==> config.mk <==
export PLATFORM = sky130hd
export DESIGN_NAME = cpu_bus_ctrl
export DESIGN_NICKNAME = d
export VERILOG_FILES = /design/src/cpu_bus_pkg.sv /design/src/cpu_bus_ctrl.sv /design/src/pin_sync.sv
export SDC_FILE = /design/constraint.sdc
export NUM_CORES = 1
export LEC_CHECK = 0
export BUFFER_PORTS_ARGS = -buffer_cell sky130_fd_sc_hd__buf_2
export CORE_MARGIN = 4
export CORE_UTILIZATION = 45
export DETAILED_ROUTE_END_ITERATION = 6
export GPL_TIMING_DRIVEN = 1
export PLACE_DENSITY = 0.78
export SLEW_MARGIN = 0
export SYNTH_ARGS = -nofsm -noshare
export SYNTH_HDL_FRONTEND = slang
export SYNTH_SLANG_ARGS = --single-unit
==> constraint.sdc <==
create_clock -name i_clk_sys -period 4.4 [get_ports i_clk_sys]
set_clock_uncertainty 0.05 [all_clocks]
set_input_delay 0 -clock i_clk_sys [delete_from_list [all_inputs] [get_ports i_clk_sys]]
set_output_delay 0 -clock i_clk_sys [all_outputs]
set_load 0.05 [all_outputs]
==> src/cpu_bus_pkg.sv <==
package cpu_bus_pkg;
    // apb register byte offsets
    localparam logic [7:0] OFS_CTRL = 8'h00;
    localparam logic [7:0] OFS_CYCLE = 8'h04;
    localparam logic [7:0] OFS_ADDR = 8'h08;
    localparam logic [7:0] OFS_IOPTR = 8'h0C;
    localparam logic [7:0] OFS_WDATA = 8'h10;
    localparam logic [7:0] OFS_STATUS = 8'h14;
    localparam logic [7:0] OFS_PHASE = 8'h18;
    // control register bits
    localparam int CTRL_IE_BIT = 0;
    localparam int CTRL_RESTORE_BIT = 1;
    localparam int CTRL_BOUNDARY_BIT = 2;
    // cycle register fields
    localparam int CYC_CODE_LSB = 0;
    localparam int CYC_SEG_LSB = 4;
    localparam int CYC_DIRECT_BIT = 8;
    localparam int CYC_GO_BIT = 31;
    // status register fields
    localparam int ST_VTYPE_LSB = 8;
    localparam int ST_VADDR_LSB = 16;
    localparam int ST_BUSY_BIT = 26;
    localparam int ST_NMI_BIT = 27;
    localparam int ST_INT_BIT = 28;
    localparam int ST_SAVED_IE_BIT = 29;
    localparam int ST_RESET_BIT = 30;
    localparam int ST_MAXMODE_BIT = 31;
    // cycle type codes on the active-low status lines
    localparam logic [2:0] CYC_INT_ACK = 3'h0;
    localparam logic [2:0] CYC_IO_READ = 3'h1;
    localparam logic [2:0] CYC_IO_WRITE = 3'h2;
    localparam logic [2:0] CYC_HALT = 3'h3;
    localparam logic [2:0] CYC_FETCH = 3'h4;
    localparam logic [2:0] CYC_MEM_READ = 3'h5;
    localparam logic [2:0] CYC_MEM_WRITE = 3'h6;
    localparam logic [2:0] CYC_PASSIVE = 3'h7;
    // segment codes
    localparam logic [1:0] SEG_EXTRA = 2'h0;
    localparam logic [1:0] SEG_STACK = 2'h1;
    localparam logic [1:0] SEG_CODE = 2'h2;
    localparam logic [1:0] SEG_DATA = 2'h3;
    // reset values and fixed addresses
    localparam logic IE_RESET = 1'b0;
    localparam logic [19:0] BOOT_ADDR = 20'hF_FFF0;
    localparam logic [7:0] NMI_TYPE = 8'h02;
    // timing counts in processor clocks
    localparam logic [2:0] RESET_SEQ_CLKS = 3'h7;
    localparam logic [2:0] NMI_ARM_CLKS = 3'h2;
    // bus phases, one-hot
    typedef enum logic [5:0] {
        PH_IDLE = 6'b00_0001,
        PH_T1 = 6'b00_0010,
        PH_T2 = 6'b00_0100,
        PH_T3 = 6'b00_1000,
        PH_TW = 6'b01_0000,
        PH_T4 = 6'b10_0000
    } phase_type;
    // acknowledge sequencing, one-hot
    typedef enum logic [2:0] {
        ACK_NONE = 3'b001,
        ACK_FIRST = 3'b010,
        ACK_SECOND = 3'b100
    } ack_type;
endpackage : cpu_bus_pkg

==> src/cpu_bus_ctrl.sv <==
// Implementation choices: the address map and the APB slave port.
`timescale 1ns/1ps
module cpu_bus_ctrl (
    // clock and reset
    input wire logic i_clk_sys,
    input wire logic i_rst_n,
    // apb slave
    input wire logic i_psel,
    input wire logic i_penable,
    input wire logic i_pwrite,
    input wire logic [7:0] i_paddr,
    input wire logic [31:0] i_pwdata,
    output logic [31:0] o_prdata,
    output logic o_pready,
    output logic o_pslverr,
    // processor pins, asynchronous
    input wire logic i_cpu_reset,
    input wire logic i_ready,
    input wire logic i_nmi,
    input wire logic i_maskable_request,
    input wire logic i_bus_mode_strap,
    input wire logic i_hold_request,
    input wire logic [7:0] i_low_addr_data,
    // bus outputs
    output logic [7:0] o_low_addr_data,
    output logic o_low_addr_data_oe,
    output logic [7:0] o_mid_address_lines,
    output logic [3:0] o_top_address_status_lines,
    output logic o_ale,
    output logic [2:0] o_cycle_type_n,
    output logic o_request_acknowledge_strobe_n,
    output logic o_lock_n,
    output logic o_hold_ack
);
    import cpu_bus_pkg::*;

    logic [13:0] pins_s;
    logic ready_s, nmi_s, mreq_s, rst_pin_s, strap_s, hold_s;
    logic [7:0] ad_s;
    phase_type phase_reg, phase_next;
    ack_type ack_reg;
    logic [2:0] code_reg;
    logic [1:0] seg_reg;
    logic [19:0] addr_reg;
    logic [7:0] wdata_reg, rdata_reg, vtype_reg;
    logic [19:0] sw_addr_reg;
    logic [15:0] ioptr_reg;
    logic [2:0] sw_code_reg;
    logic [1:0] sw_seg_reg;
    logic sw_direct_reg, sw_pend_reg, boot_pend_reg;
    logic ie_reg, saved_ie_reg, nmi_pend_reg, nmi_prev_reg, hold_reg;
    logic [2:0] post_cnt_reg;
    logic rst_prev_reg;
    logic wr_en, start, start_ack, start_boot, start_sw, boundary;
    logic take_nmi, take_maskable_request, cyc_done, is_io, sw_ok;
    logic [19:0] sw_io_addr;
    logic [19:0] sw_next_addr;

    // every pin passes two flops before use
    pin_sync #(.WIDTH(14)) u_sync (
        .i_clk_sys(i_clk_sys),
        .i_rst_n(i_rst_n),
        .i_async({i_cpu_reset, i_ready, i_nmi, i_maskable_request,
                  i_bus_mode_strap, i_hold_request, i_low_addr_data}),
        .o_sync(pins_s)
    );
    assign {rst_pin_s, ready_s, nmi_s, mreq_s, strap_s, hold_s} =
        pins_s[13:8];
    assign ad_s = pins_s[7:0];

    // apb decode; zero-wait, writes land at the access phase
    assign wr_en = i_psel && i_penable && i_pwrite;
    assign o_pready = 1'b1;
    assign boundary = wr_en && (i_paddr == OFS_CTRL)
        && i_pwdata[CTRL_BOUNDARY_BIT];
    assign sw_ok = (i_pwdata[2:0] == CYC_IO_READ)
        || (i_pwdata[2:0] == CYC_IO_WRITE)
        || (i_pwdata[2:0] == CYC_FETCH)
        || (i_pwdata[2:0] == CYC_MEM_READ)
        || (i_pwdata[2:0] == CYC_MEM_WRITE);

    // interrupt decisions at an instruction boundary
    assign take_nmi = boundary && nmi_pend_reg && ack_reg == ACK_NONE;
    assign take_maskable_request = boundary && !nmi_pend_reg && mreq_s && ie_reg
        && ack_reg == ACK_NONE;

    // cycle launch priority: acknowledge, boot fetch, software
    assign cyc_done = (phase_reg == PH_T4);
    // second ack follows the first straight from its T4
    assign start_ack = (ack_reg == ACK_FIRST
            && (phase_reg == PH_IDLE || cyc_done))
        || (ack_reg == ACK_SECOND && phase_reg == PH_IDLE);
    assign start_boot = !start_ack && boot_pend_reg;
    assign start_sw = !start_ack && !boot_pend_reg && sw_pend_reg
        && ack_reg == ACK_NONE;
    assign start = !rst_pin_s && !hold_reg
        && (phase_reg == PH_IDLE || cyc_done)
        && (start_ack || start_boot || start_sw);
    // direct form keeps only the low port byte
    assign sw_io_addr = sw_direct_reg ? {12'h000, sw_addr_reg[7:0]}
        : {4'h0, ioptr_reg};
    assign is_io = (code_reg == CYC_IO_READ) || (code_reg == CYC_IO_WRITE);

    // bus phase sequencing
    always_comb begin
        phase_next = phase_reg;
        case (phase_reg)
            PH_IDLE: phase_next = start ? PH_T1 : PH_IDLE;
            PH_T1: phase_next = PH_T2;
            PH_T2: phase_next = PH_T3;
            PH_T3: phase_next = ready_s ? PH_T4 : PH_TW;
            PH_TW: phase_next = ready_s ? PH_T4 : PH_TW;
            PH_T4: phase_next = start ? PH_T1 : PH_IDLE;
            default: phase_next = PH_IDLE;
        endcase
        if (rst_pin_s) begin
            phase_next = PH_IDLE;
        end
    end

    always_ff @(posedge i_clk_sys) begin
        if (!i_rst_n) begin
            phase_reg <= PH_IDLE;
        end else begin
            phase_reg <= phase_next;
        end
    end

    // capture the cycle being launched
    always_ff @(posedge i_clk_sys) begin
        if (!i_rst_n) begin
            code_reg <= CYC_PASSIVE;
            seg_reg <= SEG_CODE;
            addr_reg <= 20'h0_0000;
        end else if (start) begin
            if (start_ack) begin
                code_reg <= CYC_INT_ACK;
                seg_reg <= SEG_CODE;
            end else if (start_boot) begin
                code_reg <= CYC_FETCH;
                seg_reg <= SEG_CODE;
                addr_reg <= BOOT_ADDR;
            end else begin
                code_reg <= sw_code_reg;
                seg_reg <= sw_seg_reg;
                if (sw_code_reg == CYC_IO_READ
                    || sw_code_reg == CYC_IO_WRITE) begin
                    addr_reg <= sw_io_addr;
                end else begin
                    addr_reg <= sw_addr_reg;
                end
            end
        end
    end

    // two acknowledge cycles, back to back
    always_ff @(posedge i_clk_sys) begin
        if (!i_rst_n || rst_pin_s) begin
            ack_reg <= ACK_NONE;
        end else if (take_maskable_request) begin
            ack_reg <= ACK_FIRST;
        end else if (start && start_ack && ack_reg == ACK_FIRST
                     && phase_reg != PH_IDLE
                     && code_reg == CYC_INT_ACK) begin
            ack_reg <= ACK_SECOND;
        end else if (ack_reg == ACK_FIRST && phase_reg == PH_T4
                     && code_reg == CYC_INT_ACK) begin
            ack_reg <= ACK_SECOND;
        end else if (ack_reg == ACK_SECOND && cyc_done) begin
            ack_reg <= ACK_NONE;
        end
    end

    // read data and ack vector type taken when ready closes the transfer, in a clock that takes no nmi; a taken nmi loads NMI_TYPE
    always_ff @(posedge i_clk_sys) begin
        if (!i_rst_n) begin
            rdata_reg <= 8'h00;
            vtype_reg <= 8'h00;
        end else if (take_nmi) begin
            vtype_reg <= NMI_TYPE;
        end else if ((phase_reg == PH_T3 || phase_reg == PH_TW)
                     && ready_s) begin
            rdata_reg <= ad_s;
            if (code_reg == CYC_INT_ACK && ack_reg == ACK_SECOND) begin
                vtype_reg <= ad_s;
            end
        end
    end

    // interrupt enable flag and its saved copy
    always_ff @(posedge i_clk_sys) begin
        if (!i_rst_n || rst_pin_s) begin
            ie_reg <= IE_RESET;
            saved_ie_reg <= IE_RESET;
        end else if (take_nmi || take_maskable_request) begin
            saved_ie_reg <= ie_reg;
            ie_reg <= 1'b0;
        end else if (wr_en && i_paddr == OFS_CTRL) begin
            if (i_pwdata[CTRL_RESTORE_BIT]) begin
                ie_reg <= saved_ie_reg;
            end else begin
                ie_reg <= i_pwdata[CTRL_IE_BIT];
            end
        end
    end

    // counts clocks from reset release: boot delay and nmi arming
    always_ff @(posedge i_clk_sys) begin
        if (!i_rst_n || rst_pin_s) begin
            post_cnt_reg <= 3'h0;
            rst_prev_reg <= 1'b1;
            boot_pend_reg <= 1'b0;
        end else begin
            rst_prev_reg <= 1'b0;
            if (post_cnt_reg != RESET_SEQ_CLKS) begin
                post_cnt_reg <= post_cnt_reg + 3'h1;
            end
            if (post_cnt_reg == RESET_SEQ_CLKS - 3'h1) begin
                boot_pend_reg <= 1'b1;
            end else if (start && start_boot) begin
                boot_pend_reg <= 1'b0;
            end
        end
    end

    // nmi edge latch; a new edge during service sets it again
    always_ff @(posedge i_clk_sys) begin
        if (!i_rst_n || rst_pin_s) begin
            nmi_prev_reg <= 1'b1;
            nmi_pend_reg <= 1'b0;
        end else begin
            nmi_prev_reg <= nmi_s;
            if (nmi_s && !nmi_prev_reg && post_cnt_reg >= NMI_ARM_CLKS) begin
                nmi_pend_reg <= 1'b1;
            end else if (take_nmi) begin
                nmi_pend_reg <= 1'b0;
            end
        end
    end

    // hold grant only between cycles, never inside the ack pair
    always_ff @(posedge i_clk_sys) begin
        if (!i_rst_n) begin
            hold_reg <= 1'b0;
        end else if (!hold_s) begin
            hold_reg <= 1'b0;
        end else if (phase_reg == PH_IDLE && ack_reg == ACK_NONE
                     && !start) begin
            hold_reg <= 1'b1;
        end
    end

    // software cycle request; refused while one is pending
    always_ff @(posedge i_clk_sys) begin
        if (!i_rst_n) begin
            sw_pend_reg <= 1'b0;
            sw_code_reg <= CYC_PASSIVE;
            sw_seg_reg <= SEG_CODE;
            sw_direct_reg <= 1'b0;
            sw_addr_reg <= 20'h0_0000;
            ioptr_reg <= 16'h0000;
            wdata_reg <= 8'h00;
        end else begin
            if (start && start_sw) begin
                sw_pend_reg <= 1'b0;
            end else if (wr_en && i_paddr == OFS_CYCLE && !sw_pend_reg
                         && i_pwdata[CYC_GO_BIT] && sw_ok) begin
                sw_pend_reg <= 1'b1;
                sw_code_reg <= i_pwdata[CYC_CODE_LSB +: 3];
                sw_seg_reg <= i_pwdata[CYC_SEG_LSB +: 2];
                sw_direct_reg <= i_pwdata[CYC_DIRECT_BIT];
            end
            if (wr_en && i_paddr == OFS_ADDR) begin
                sw_addr_reg <= i_pwdata[19:0];
            end
            if (wr_en && i_paddr == OFS_IOPTR) begin
                ioptr_reg <= i_pwdata[15:0];
            end
            if (wr_en && i_paddr == OFS_WDATA) begin
                wdata_reg <= i_pwdata[7:0];
            end
        end
    end

    // bus outputs registered from the next phase
    always_ff @(posedge i_clk_sys) begin
        if (!i_rst_n) begin
            o_ale <= 1'b0;
            o_cycle_type_n <= CYC_PASSIVE;
            o_low_addr_data <= 8'h00;
            o_low_addr_data_oe <= 1'b0;
            o_mid_address_lines <= 8'h00;
            o_top_address_status_lines <= 4'h0;
            o_request_acknowledge_strobe_n <= 1'b1;
        end else begin
            o_ale <= (phase_next == PH_T1);
            o_request_acknowledge_strobe_n <= !(code_reg == CYC_INT_ACK
                && (phase_next == PH_T2 || phase_next == PH_T3
                    || phase_next == PH_TW));
            if (phase_next == PH_IDLE || phase_next == PH_T4) begin
                o_cycle_type_n <= CYC_PASSIVE;
            end else if (phase_next == PH_T1 && phase_reg != PH_T1) begin
                o_cycle_type_n <= start_ack ? CYC_INT_ACK
                    : start_boot ? CYC_FETCH : sw_code_reg;
            end
            if (phase_next == PH_T1) begin
                o_low_addr_data <= start_ack ? o_low_addr_data
                    : start_boot ? BOOT_ADDR[7:0] : sw_next_addr[7:0];
                o_low_addr_data_oe <= !start_ack;
                if (!start_ack) begin
                    o_mid_address_lines <= start_boot ? BOOT_ADDR[15:8]
                        : sw_next_addr[15:8];
                    o_top_address_status_lines <= start_boot
                        ? BOOT_ADDR[19:16] : sw_next_addr[19:16];
                end
            end else if (phase_next == PH_IDLE) begin
                o_low_addr_data_oe <= 1'b0;
            end else begin
                // status bits replace the top address nibble
                o_top_address_status_lines <= {1'b0, ie_reg, seg_reg};
                o_low_addr_data <= wdata_reg;
                o_low_addr_data_oe <= (code_reg == CYC_MEM_WRITE
                    || code_reg == CYC_IO_WRITE);
            end
        end
    end

    assign sw_next_addr = (sw_code_reg == CYC_IO_READ
        || sw_code_reg == CYC_IO_WRITE) ? sw_io_addr : sw_addr_reg;

    // lock spans T2 of the first ack to T2 of the second, max mode only
    always_ff @(posedge i_clk_sys) begin
        if (!i_rst_n || rst_pin_s) begin
            o_lock_n <= 1'b1;
        end else if (phase_next == PH_T2 && code_reg == CYC_INT_ACK) begin
            o_lock_n <= !(ack_reg == ACK_FIRST && !strap_s);
        end
    end
    assign o_hold_ack = hold_reg;

    // apb read mux; unmapped addresses answer with an error
    always_comb begin
        o_prdata = 32'h0000_0000;
        o_pslverr = 1'b0;
        if (i_paddr == OFS_CTRL) begin
            o_prdata[CTRL_IE_BIT] = ie_reg;
        end else if (i_paddr == OFS_CYCLE) begin
            o_prdata = {sw_pend_reg, 22'h00_0000, sw_direct_reg, 2'h0,
                sw_seg_reg, 1'b0, sw_code_reg};
        end else if (i_paddr == OFS_ADDR) begin
            o_prdata = {12'h000, sw_addr_reg};
        end else if (i_paddr == OFS_IOPTR) begin
            o_prdata = {16'h0000, ioptr_reg};
        end else if (i_paddr == OFS_WDATA) begin
            o_prdata = {24'h00_0000, wdata_reg};
        end else if (i_paddr == OFS_STATUS) begin
            o_prdata = {!strap_s, rst_pin_s, saved_ie_reg,
                ack_reg != ACK_NONE, nmi_pend_reg,
                phase_reg != PH_IDLE || sw_pend_reg,
                vtype_reg, 2'h0, vtype_reg, rdata_reg};
        end else if (i_paddr == OFS_PHASE) begin
            o_prdata = {26'h000_0000, phase_reg};
        end else begin
            o_pslverr = i_psel && i_penable;
        end
    end

    // checks on the bus sequencing and interrupt handling
    a_phase_order: assert property (@(posedge i_clk_sys) disable iff (!i_rst_n)
        (phase_reg == PH_T1 && !rst_pin_s) |=> phase_reg == PH_T2 ##1
        (phase_reg == PH_T3 || rst_pin_s))
        else $error("bus phases out of order");
    a_wait_insert: assert property (@(posedge i_clk_sys) disable iff (!i_rst_n)
        (phase_reg == PH_T3 && !ready_s && !rst_pin_s) |=>
        phase_reg == PH_TW)
        else $error("no wait phase while not ready");
    a_strobe_t1: assert property (@(posedge i_clk_sys) disable iff (!i_rst_n)
        o_ale == (phase_reg == PH_T1))
        else $error("address strobe outside address phase");
    a_status_bits: assert property (@(posedge i_clk_sys) disable iff (!i_rst_n)
        (phase_reg == PH_T2 || phase_reg == PH_T3) |->
        o_top_address_status_lines == {1'b0, ie_reg, seg_reg})
        else $error("upper status bits wrong");
    a_io_top_zero: assert property (@(posedge i_clk_sys) disable iff (!i_rst_n)
        (phase_reg == PH_T1 && is_io) |->
        o_top_address_status_lines == 4'h0)
        else $error("io cycle drives top address lines");
    a_reset_dormant: assert property (@(posedge i_clk_sys)
        disable iff (!i_rst_n)
        rst_pin_s |=> phase_reg == PH_IDLE && o_ale == 1'b0)
        else $error("activity during reset");
    a_boot_fetch: assert property (@(posedge i_clk_sys) disable iff (!i_rst_n)
        ($fell(rst_pin_s) && !hold_s) ##1 (!rst_pin_s && !hold_s)[*8] |->
        ##[0:2] (phase_reg == PH_T1 && addr_reg == BOOT_ADDR))
        else $error("no boot fetch after reset");
    a_ie_cleared: assert property (@(posedge i_clk_sys) disable iff (!i_rst_n)
        (take_nmi || take_maskable_request) && !rst_pin_s |=> !ie_reg
        && saved_ie_reg == $past(ie_reg))
        else $error("interrupt enable not cleared");
    a_nmi_type: assert property (@(posedge i_clk_sys) disable iff (!i_rst_n)
        take_nmi && !rst_pin_s |=> vtype_reg == NMI_TYPE
        && ack_reg == ACK_NONE)
        else $error("nmi vector type wrong");
    a_nmi_masked: assert property (@(posedge i_clk_sys) disable iff (!i_rst_n)
        (post_cnt_reg < NMI_ARM_CLKS && !nmi_pend_reg) |=>
        !nmi_pend_reg)
        else $error("nmi accepted too soon after reset");
    a_ack_pair: assert property (@(posedge i_clk_sys) disable iff (!i_rst_n)
        (phase_reg == PH_T4 && ack_reg == ACK_FIRST && !rst_pin_s) |=>
        ack_reg == ACK_SECOND)
        else $error("second acknowledge missing");
    c_wait_seen: cover property (@(posedge i_clk_sys) phase_reg == PH_TW);
    c_ack_done: cover property (@(posedge i_clk_sys)
        ack_reg == ACK_SECOND && cyc_done);
    c_nmi_taken: cover property (@(posedge i_clk_sys) take_nmi);
    c_io_write: cover property (@(posedge i_clk_sys)
        phase_reg == PH_T4 && code_reg == CYC_IO_WRITE);
endmodule : cpu_bus_ctrl

==> src/pin_sync.sv <==
`timescale 1ns/1ps
// two-flop synchroniser, one chain per bit
module pin_sync #(
    parameter int WIDTH = 1
) (
    // clock and reset
    input wire logic i_clk_sys,
    input wire logic i_rst_n,
    // pins in, synchronised out
    input wire logic [WIDTH-1:0] i_async,
    output logic [WIDTH-1:0] o_sync
);
    logic [WIDTH-1:0] meta_reg;

    genvar b;
    generate
        for (b = 0; b < WIDTH; b++) begin : g_bit
            // first flop feeds only the second
            always_ff @(posedge i_clk_sys) begin
                if (!i_rst_n) begin
                    meta_reg[b] <= 1'b0;
                    o_sync[b] <= 1'b0;
                end else begin
                    meta_reg[b] <= i_async[b];
                    o_sync[b] <= meta_reg[b];
                end
            end
        end
    endgenerate
endmodule : pin_sync

==> impl_metrics.json, run 1 <==
{
  "timing_worst_slew_pin_value_ns": 1.22,
  "synth-seq-area-share_pct": 44.7,
  "max_clock_freq_mhz": 339,
  "floorplan.initialDensity_pct": 46.4,
  "postSynthAreaPerCell_um2": 8.48,
  "detailed_route_wire_length_per_cell_um": 17.7,
  "synth_top_family_by_area": "simple AND/OR/NAND/NOR gates",
  "placement_rows": 43,
  "synth_simple_gate_area_share_pct": 24.0,
  "number_of_buffers_inserted_during_clock_tree_synthesis": 17,
  "gp_routability_congestion": 0.966,
  "nNetsFinal": 941,
  "leading_cell_types_in_the_layout_fill_and_taps_excluded": "dfxtp_1 (145), nand2_1 (134), buf_2 (108), o21ai_0 (52), a21boi_0 (50)",
  "number_of_setup_buffers_added_after_cts": 0,
  "ctsHtreeMaxLevel": 4,
  "cts_buffer_depth": 2,
  "maximum_vdd_ir_drop_uv": 275,
  "postRouteWirelength_mm": 19.0,
  "die_width_um": 128,
  "clk_pin_slew_ns": 0.07,
  "ys.warnings.count": 0,
  "final_layout_size_suffix_gt1_share_pct": 18.5,
  "setup.worst_path.start_class": "flip-flop",
  "post_cts_hold_buffer_count": 34,
  "mappedNetlistNets": 828,
  "synthArstFlopShare_pct": 0,
  "slew_headroom_pct": 18.6,
  "run_status": "finished, final reports clean",
  "rsz0062_at_grt": "no",
  "detailed_place_hpwl_mm": 13.0,
  "drt_iter0_markers": 658,
  "antenna_found_initial": 2,
  "global_route_wire_length_before_repair_mm": 30.0,
  "fill_cells": 1254,
  "numPortBuffers": 108,
  "hold_path.class": "primary input to flip-flop",
  "cts_resized": 0,
  "routed_via_density": 5.66,
  "insertion_delay_ns": 0.44,
  "fin_crit_sh_pct": 67.0,
  "final_max_slew_viol_count": 0,
  "period_minus_ws_final_ns": 2.95,
  "grt_overflow_total": 0,
  "synth_cell_type_count": 69,
  "critical_path.cell_chain": "xor2_1 -> nand3_1 -> a211oi_1 -> buf_4 -> or2_0 -> o221ai_1 -> a21boi_0",
  "largest_net_degree_at_the_start_of_global_routing": 91,
  "tritonroute_pass_1_iters": 5,
  "io_pins": 121,
  "route.antenna.remaining_nets": 0,
  "post_synth_mux_area_share_pct": 4.24,
  "largest_register_ffs": 20,
  "worstSetupEndpointType": "flip-flop",
  "fp.dieArea_um2": 16400,
  "layout.area.seq_um2": 2900,
  "yosys_register_bits": 145,
  "num_vias": 6077,
  "dpl-instance-area_um2": 7070,
  "cp.arrival_ns": 3.26,
  "critical_path.slowest_cell": "or2_0",
  "tritoncts": "yes",
  "hold_viol_final": 0,
  "synthesis.instances": 766,
  "fin_total_pwr_w": 0.00295,
  "ys_dominant_reg_cell": "dfxtp_1",
  "multiInputGateArea_um2": 3290,
  "critPathMaxFanout": 14,
  "power_density_nw_per_um2": 368,
  "setup_violations": 0,
  "critPathKind": "flip-flop to flip-flop",
  "critPathMaxStageDelay_ns": 0.74,
  "synth_compound_gate_area_share_pct": 21.1,
  "number_of_remaining_drc_errors": 0,
  "final_cell_area_um2": 8020,
  "grt_pass1_vias": 5694,
  "cap_violations": 0,
  "synthAdderAreaFrac_pct": 0.578,
  "totalNegativeSetupSlack_ns": 0,
  "placeableCoreArea_um2": 14000,
  "grt_use_total_pct": 23.5,
  "leakage_nw": 3.20,
  "area_grow_syn2layout_pct": 23.4,
  "cts.root.buffer_cell": "clkbuf_16",
  "synth_edf_count": 0,
  "post_synth_xor_area_fraction_pct": 0.674,
  "cts_sinks": 145,
  "ff2ff_setup_slack_ns": 1.45,
  "critical_path_rt_ns": 4.71,
  "layout.cells.most_common": "dfxtp_1",
  "die_height_um": 128,
  "synthesis.area_um2": 6490
}
metal layers:
metal | track usage, % | wire length, um | up-vias
li1 | - | - | 2891
met1 | 30.1 | 8160 | 2879
met2 | 37.5 | 8940 | 260
met3 | 6.13 | 1420 | 47
met4 | 10.4 | 520 | 0
met5 | 0 | 0 | -
cells in the mapped netlist (all sizes together) (5+ instances only):
master | count | share of area, %
nor2 | 48 | 2.8
and2 | 41 | 3.9
dfxtp | 145 | 45
nand3 | 21 | 1.6
o22a | 6 | 0.81
mux2i | 23 | 3.5
nand2b | 7 | 0.79
nor4 | 9 | 1.4
and3 | 9 | 0.87
o211a | 5 | 0.77
a21boi | 52 | 6.0
inv | 17 | 0.98
clkbuf | 39 | 2.3
a21oi | 37 | 2.9
o221ai | 10 | 1.3
nor3 | 11 | 1.1
nand2 | 135 | 7.8
buf | 15 | 1.3
o211ai | 5 | 0.58
nor2b | 11 | 1.1
o21ai | 52 | 4.0
cells by family (layout without fill, tap and decap cells):
group / count (synthesis) / count (layout)
XOR/XNOR: 5 / 5
adder cells (fa/ha/maj): 3 / 3
other: 1 / 3
buffers and inverters: 71 / 197
multiplexers: 27 / 27
AO/OA/AOI/OAI: 202 / 202
AND/OR/NAND/NOR: 312 / 312
flip-flops: 145 / 145
area by class of cell:
class                      instances  share of cell area (%)
antenna                            2                  0.0624
clock buffer                      17                    5.31
clock inverter                    15                    2.17
inverter                          17                   0.796
multi-input combinational        550                    41.1
sequential                       145                    36.2
tap                              180                    2.81
timing repair buffer             148                    11.5
critical path, delay by kind of cell, from the launching register on:
family                    cells  cell delay, ns
AOI/OAI and AO/OA             3            0.79
xor gates and xnor gates      1            0.31
buffers and inverters         1            0.24
DFF                           1            0.52
and+or+nand+nor               2            0.95
per-stage QoR:
stage,hold WS [ns],utilization (%),setup slack [ns],instances
after floorplan,0.0773,-,1.75,766
after global placement,0.156,50.6,1.31,1006
after detailed placement,0.159,50.6,1.20,1006
after CTS,0.0371,57.3,1.46,1072
after global routing,0.0735,57.3,1.22,1074
final,0.0538,57.3,1.45,1074
power breakdown:
part / internal, W / switching, W / leakage, nW
Combinational: 0.0000627 / 0.0000781 / 1.74
Clock: 0.000852 / 0.000620 / 0.287
Sequential: 0.00133 / 0.00000896 / 1.18
path summary, 6_finish.rpt:
path	from	end	depth (start not counted)
max	phase_reg[5]	o_low_addr_data[4]	7
min	i_rst_n	phase_reg[0]	2
max reg2reg	phase_reg[5]	o_low_addr_data[4]	7
min reg2reg	u_sync.meta_reg[7]	u_sync.o_sync[7]	1
Note: power is estimated with default switching activity, not from simulation.
==> run 2, diff against run 1 <==
--- a/config.mk
+++ b/config.mk
@@ -10,7 +10,7 @@
 export CORE_UTILIZATION = 45
 export DETAILED_ROUTE_END_ITERATION = 6
 export GPL_TIMING_DRIVEN = 1
-export PLACE_DENSITY = 0.78
+export PLACE_DENSITY = 0.8
 export SLEW_MARGIN = 0
 export SYNTH_ARGS = -nofsm -noshare
 export SYNTH_HDL_FRONTEND = slang
==> constraint.sdc (replaced) <==
create_clock -name i_clk_sys -period 2.42 [get_ports i_clk_sys]
set_clock_uncertainty 0.05 [all_clocks]
set_input_delay 0 -clock i_clk_sys [delete_from_list [all_inputs] [get_ports i_clk_sys]]
set_output_delay 0 -clock i_clk_sys [all_outputs]
set_load 0.05 [all_outputs]
==> impl_metrics.json, run 2 (synthesized netlist as in run 1, its figures left out) <==
{
  "run_status": "finished, final reports clean",
  "fill_cells": 1206,
  "ctsHtreeMaxLevel": 4,
  "critical_path.cell_chain": "nor4_4 -> nand4b_1 -> and3_1 -> or4_1 -> buf_6 -> o211ai_1 -> o211a_1",
  "grt_overflow_total": 0,
  "detailed_route_wire_length_per_cell_um": 18.2,
  "postRouteWirelength_mm": 20.1,
  "power_density_nw_per_um2": 633,
  "power.share.sequential_pct": 46.3,
  "largest_register_ffs": 20,
  "use_met2_pct": 40.5,
  "drt_iter0_markers": 546,
  "finish.utilization_pct": 59.3,
  "floorplan.initialDensity_pct": 46.4,
  "sw_frac_of_total_pct": 23.2,
  "numPortBuffers": 108,
  "critPathMaxFanout": 11,
  "number_of_remaining_drc_errors": 0,
  "cap_violations": 0,
  "setup.worst_path.start_class": "flip-flop",
  "internal-power_w": 0.00403,
  "number_of_buffers_inserted_during_clock_tree_synthesis": 17,
  "cts.root.buffer_cell": "clkbuf_16",
  "cts_buffer_depth": 2,
  "tritoncts": "yes",
  "final_max_slew_viol_count": 0,
  "global_route.usage.met3_pct": 5.42,
  "area_grow_syn2layout_pct": 27.8,
  "power.combinational.fraction_pct": 5.2,
  "largest_net_degree_at_the_start_of_global_routing": 51,
  "tritonroute_pass_1_iters": 5,
  "fp.dieArea_um2": 16400,
  "pwr-share-clk_pct": 48.5,
  "grt_pass1_vias": 6116,
  "gp_routability_congestion": 0.933,
  "whs_path_depth": 4,
  "pre_cts_setup_slack_ns": 0.121,
  "route.antenna.remaining_nets": 0,
  "timing_worst_slew_pin_value_ns": 0.530,
  "use_met1_pct": 30.1,
  "hold-path-endpoint": "ioptr_reg[5]",
  "reg2reg_depth": 7,
  "routed_via_density": 5.66,
  "placeableCoreArea_um2": 14000,
  "grt_use_total_pct": 24.8,
  "leakage_nw": 3.38,
  "rsz0062_at_grt": "no",
  "timing.final.ws_setup_ns": 0.110,
  "cp.arrival_ns": 2.63,
  "insertion_delay_ns": 0.44,
  "nNetsFinal": 979,
  "critPathKind": "flip-flop to flip-flop",
  "regToRegEndpoint": "o_low_addr_data[2]",
  "critPathMaxStageDelay_ns": 0.53,
  "antenna_found_initial": 1,
  "period_minus_ws_final_ns": 2.31,
  "final_layout_size_suffix_gt1_share_pct": 22.3,
  "io_pins": 121,
  "die_height_um": 128,
  "global_route.peak_usage_layer": "met2",
  "layout.cells.most_common": "dfxtp_1",
  "setup_violations": 0,
  "hp-start": "i_paddr[2]",
  "die_width_um": 128,
  "placement_rows": 43,
  "critical_path_rt_ns": 2.74,
  "cts_sinks": 145,
  "fin_crit_sh_pct": 95.5,
  "num_vias": 6286,
  "slew_headroom_pct": 64.6,
  "switchingPower_w": 0.00122,
  "totalNegativeSetupSlack_ns": 0,
  "critical_path.slowest_cell": "or4_1",
  "hold_viol_final": 0,
  "leading_cell_types_in_the_layout_fill_and_taps_excluded": "dfxtp_1 (145), nand2_1 (134), buf_2 (108), o21ai_0 (51), a21boi_0 (50)",
  "timing.rr.start": "phase_reg[3]",
  "max_clock_freq_mhz": 433,
  "clk_pin_slew_ns": 0.06,
  "worstSetupEndpointType": "flip-flop",
  "detailed_place_hpwl_mm": 13.9,
  "global_route_wire_length_before_repair_mm": 31.6,
  "hold_path.class": "primary input to flip-flop",
  "ff2ff_setup_slack_ns": 0.11,
  "maximum_vdd_ir_drop_uv": 440
}
==> run 2: area by class of cell <==
class | instances | area, um^2 | area share, %
multi-input cells | 550 | 3320 | 40.0
flip-flops and latches | 145 | 2900 | 35.0
repair buffers | 186 | 1220 | 14.7
clock buffers | 20 | 467 | 5.62
well taps | 180 | 225 | 2.71
clock inverters | 11 | 105 | 1.27
inverters | 17 | 63.8 | 0.769
diodes | 1 | 2.50 | 0.0301
==> run 2: power groups by stage <==
stage                     sequential [W]  combinational (W)  clock, W
after CTS                        0.00243           0.000264   0.00256
after global placement           0.00248           0.000217         0
after global routing             0.00243           0.000293   0.00266
after detailed placement         0.00249           0.000218         0
after floorplan                  0.00248           0.000130         0
final                            0.00243           0.000271   0.00255
==> run 2: per-stage QoR <==
| stage | std cells | area (um^2) | hold slack [ns] | power, W |
|---|---|---|---|---|
| after detailed placement | 1042 | 7340 | 0.158 | 0.00270 |
| after global routing | 1110 | 8300 | 0.167 | 0.00539 |
| final | 1110 | 8300 | 0.164 | 0.00525 |
| after CTS | 1108 | 8270 | 0.132 | 0.00525 |
| after floorplan | 766 | 6500 | 0.0773 | 0.00261 |
| after global placement | 1042 | 7340 | 0.157 | 0.00270 |
==> run 2: critical path, delay by kind of cell (launching register included) <==
kind	cells	cell delay, ns
flops	1	0.35
simple gates	4	1.27
buf+inv	1	0.18
compound gates	2	0.39
==> run 2: repair_timing <==
item | CTS | global route
endpoints found under the setup margin | 0 | 14
hold buffers | 35 | 0
setup buffers | 0 | 1
resized for setup | 0 | 5
endpoints found under the hold margin | 66 | 0
==> run 2: layer usage <==
layer	wire, um	share of wire, %	vias up
met1	8460	42	2977
met3	1360	6.7	65
met4	878	4.4	0
met2	9460	47	282
li1	-	-	2962
met5	0	0	-
==> run 2: how the worst max path moves through the flow <==
stage,from,endpoint,cells past startpoint
2_1_floorplan,i_paddr[1],o_prdata[9],8
3_3_place_gp,phase_reg[1],o_low_addr_data[2],7
3_5_place_dp,phase_reg[1],o_low_addr_data[1],7
4_1_cts,phase_reg[1],o_low_addr_data[2],7
5_1_grt,phase_reg[3],o_low_addr_data[2],7
6_report,phase_reg[3],o_low_addr_data[2],7
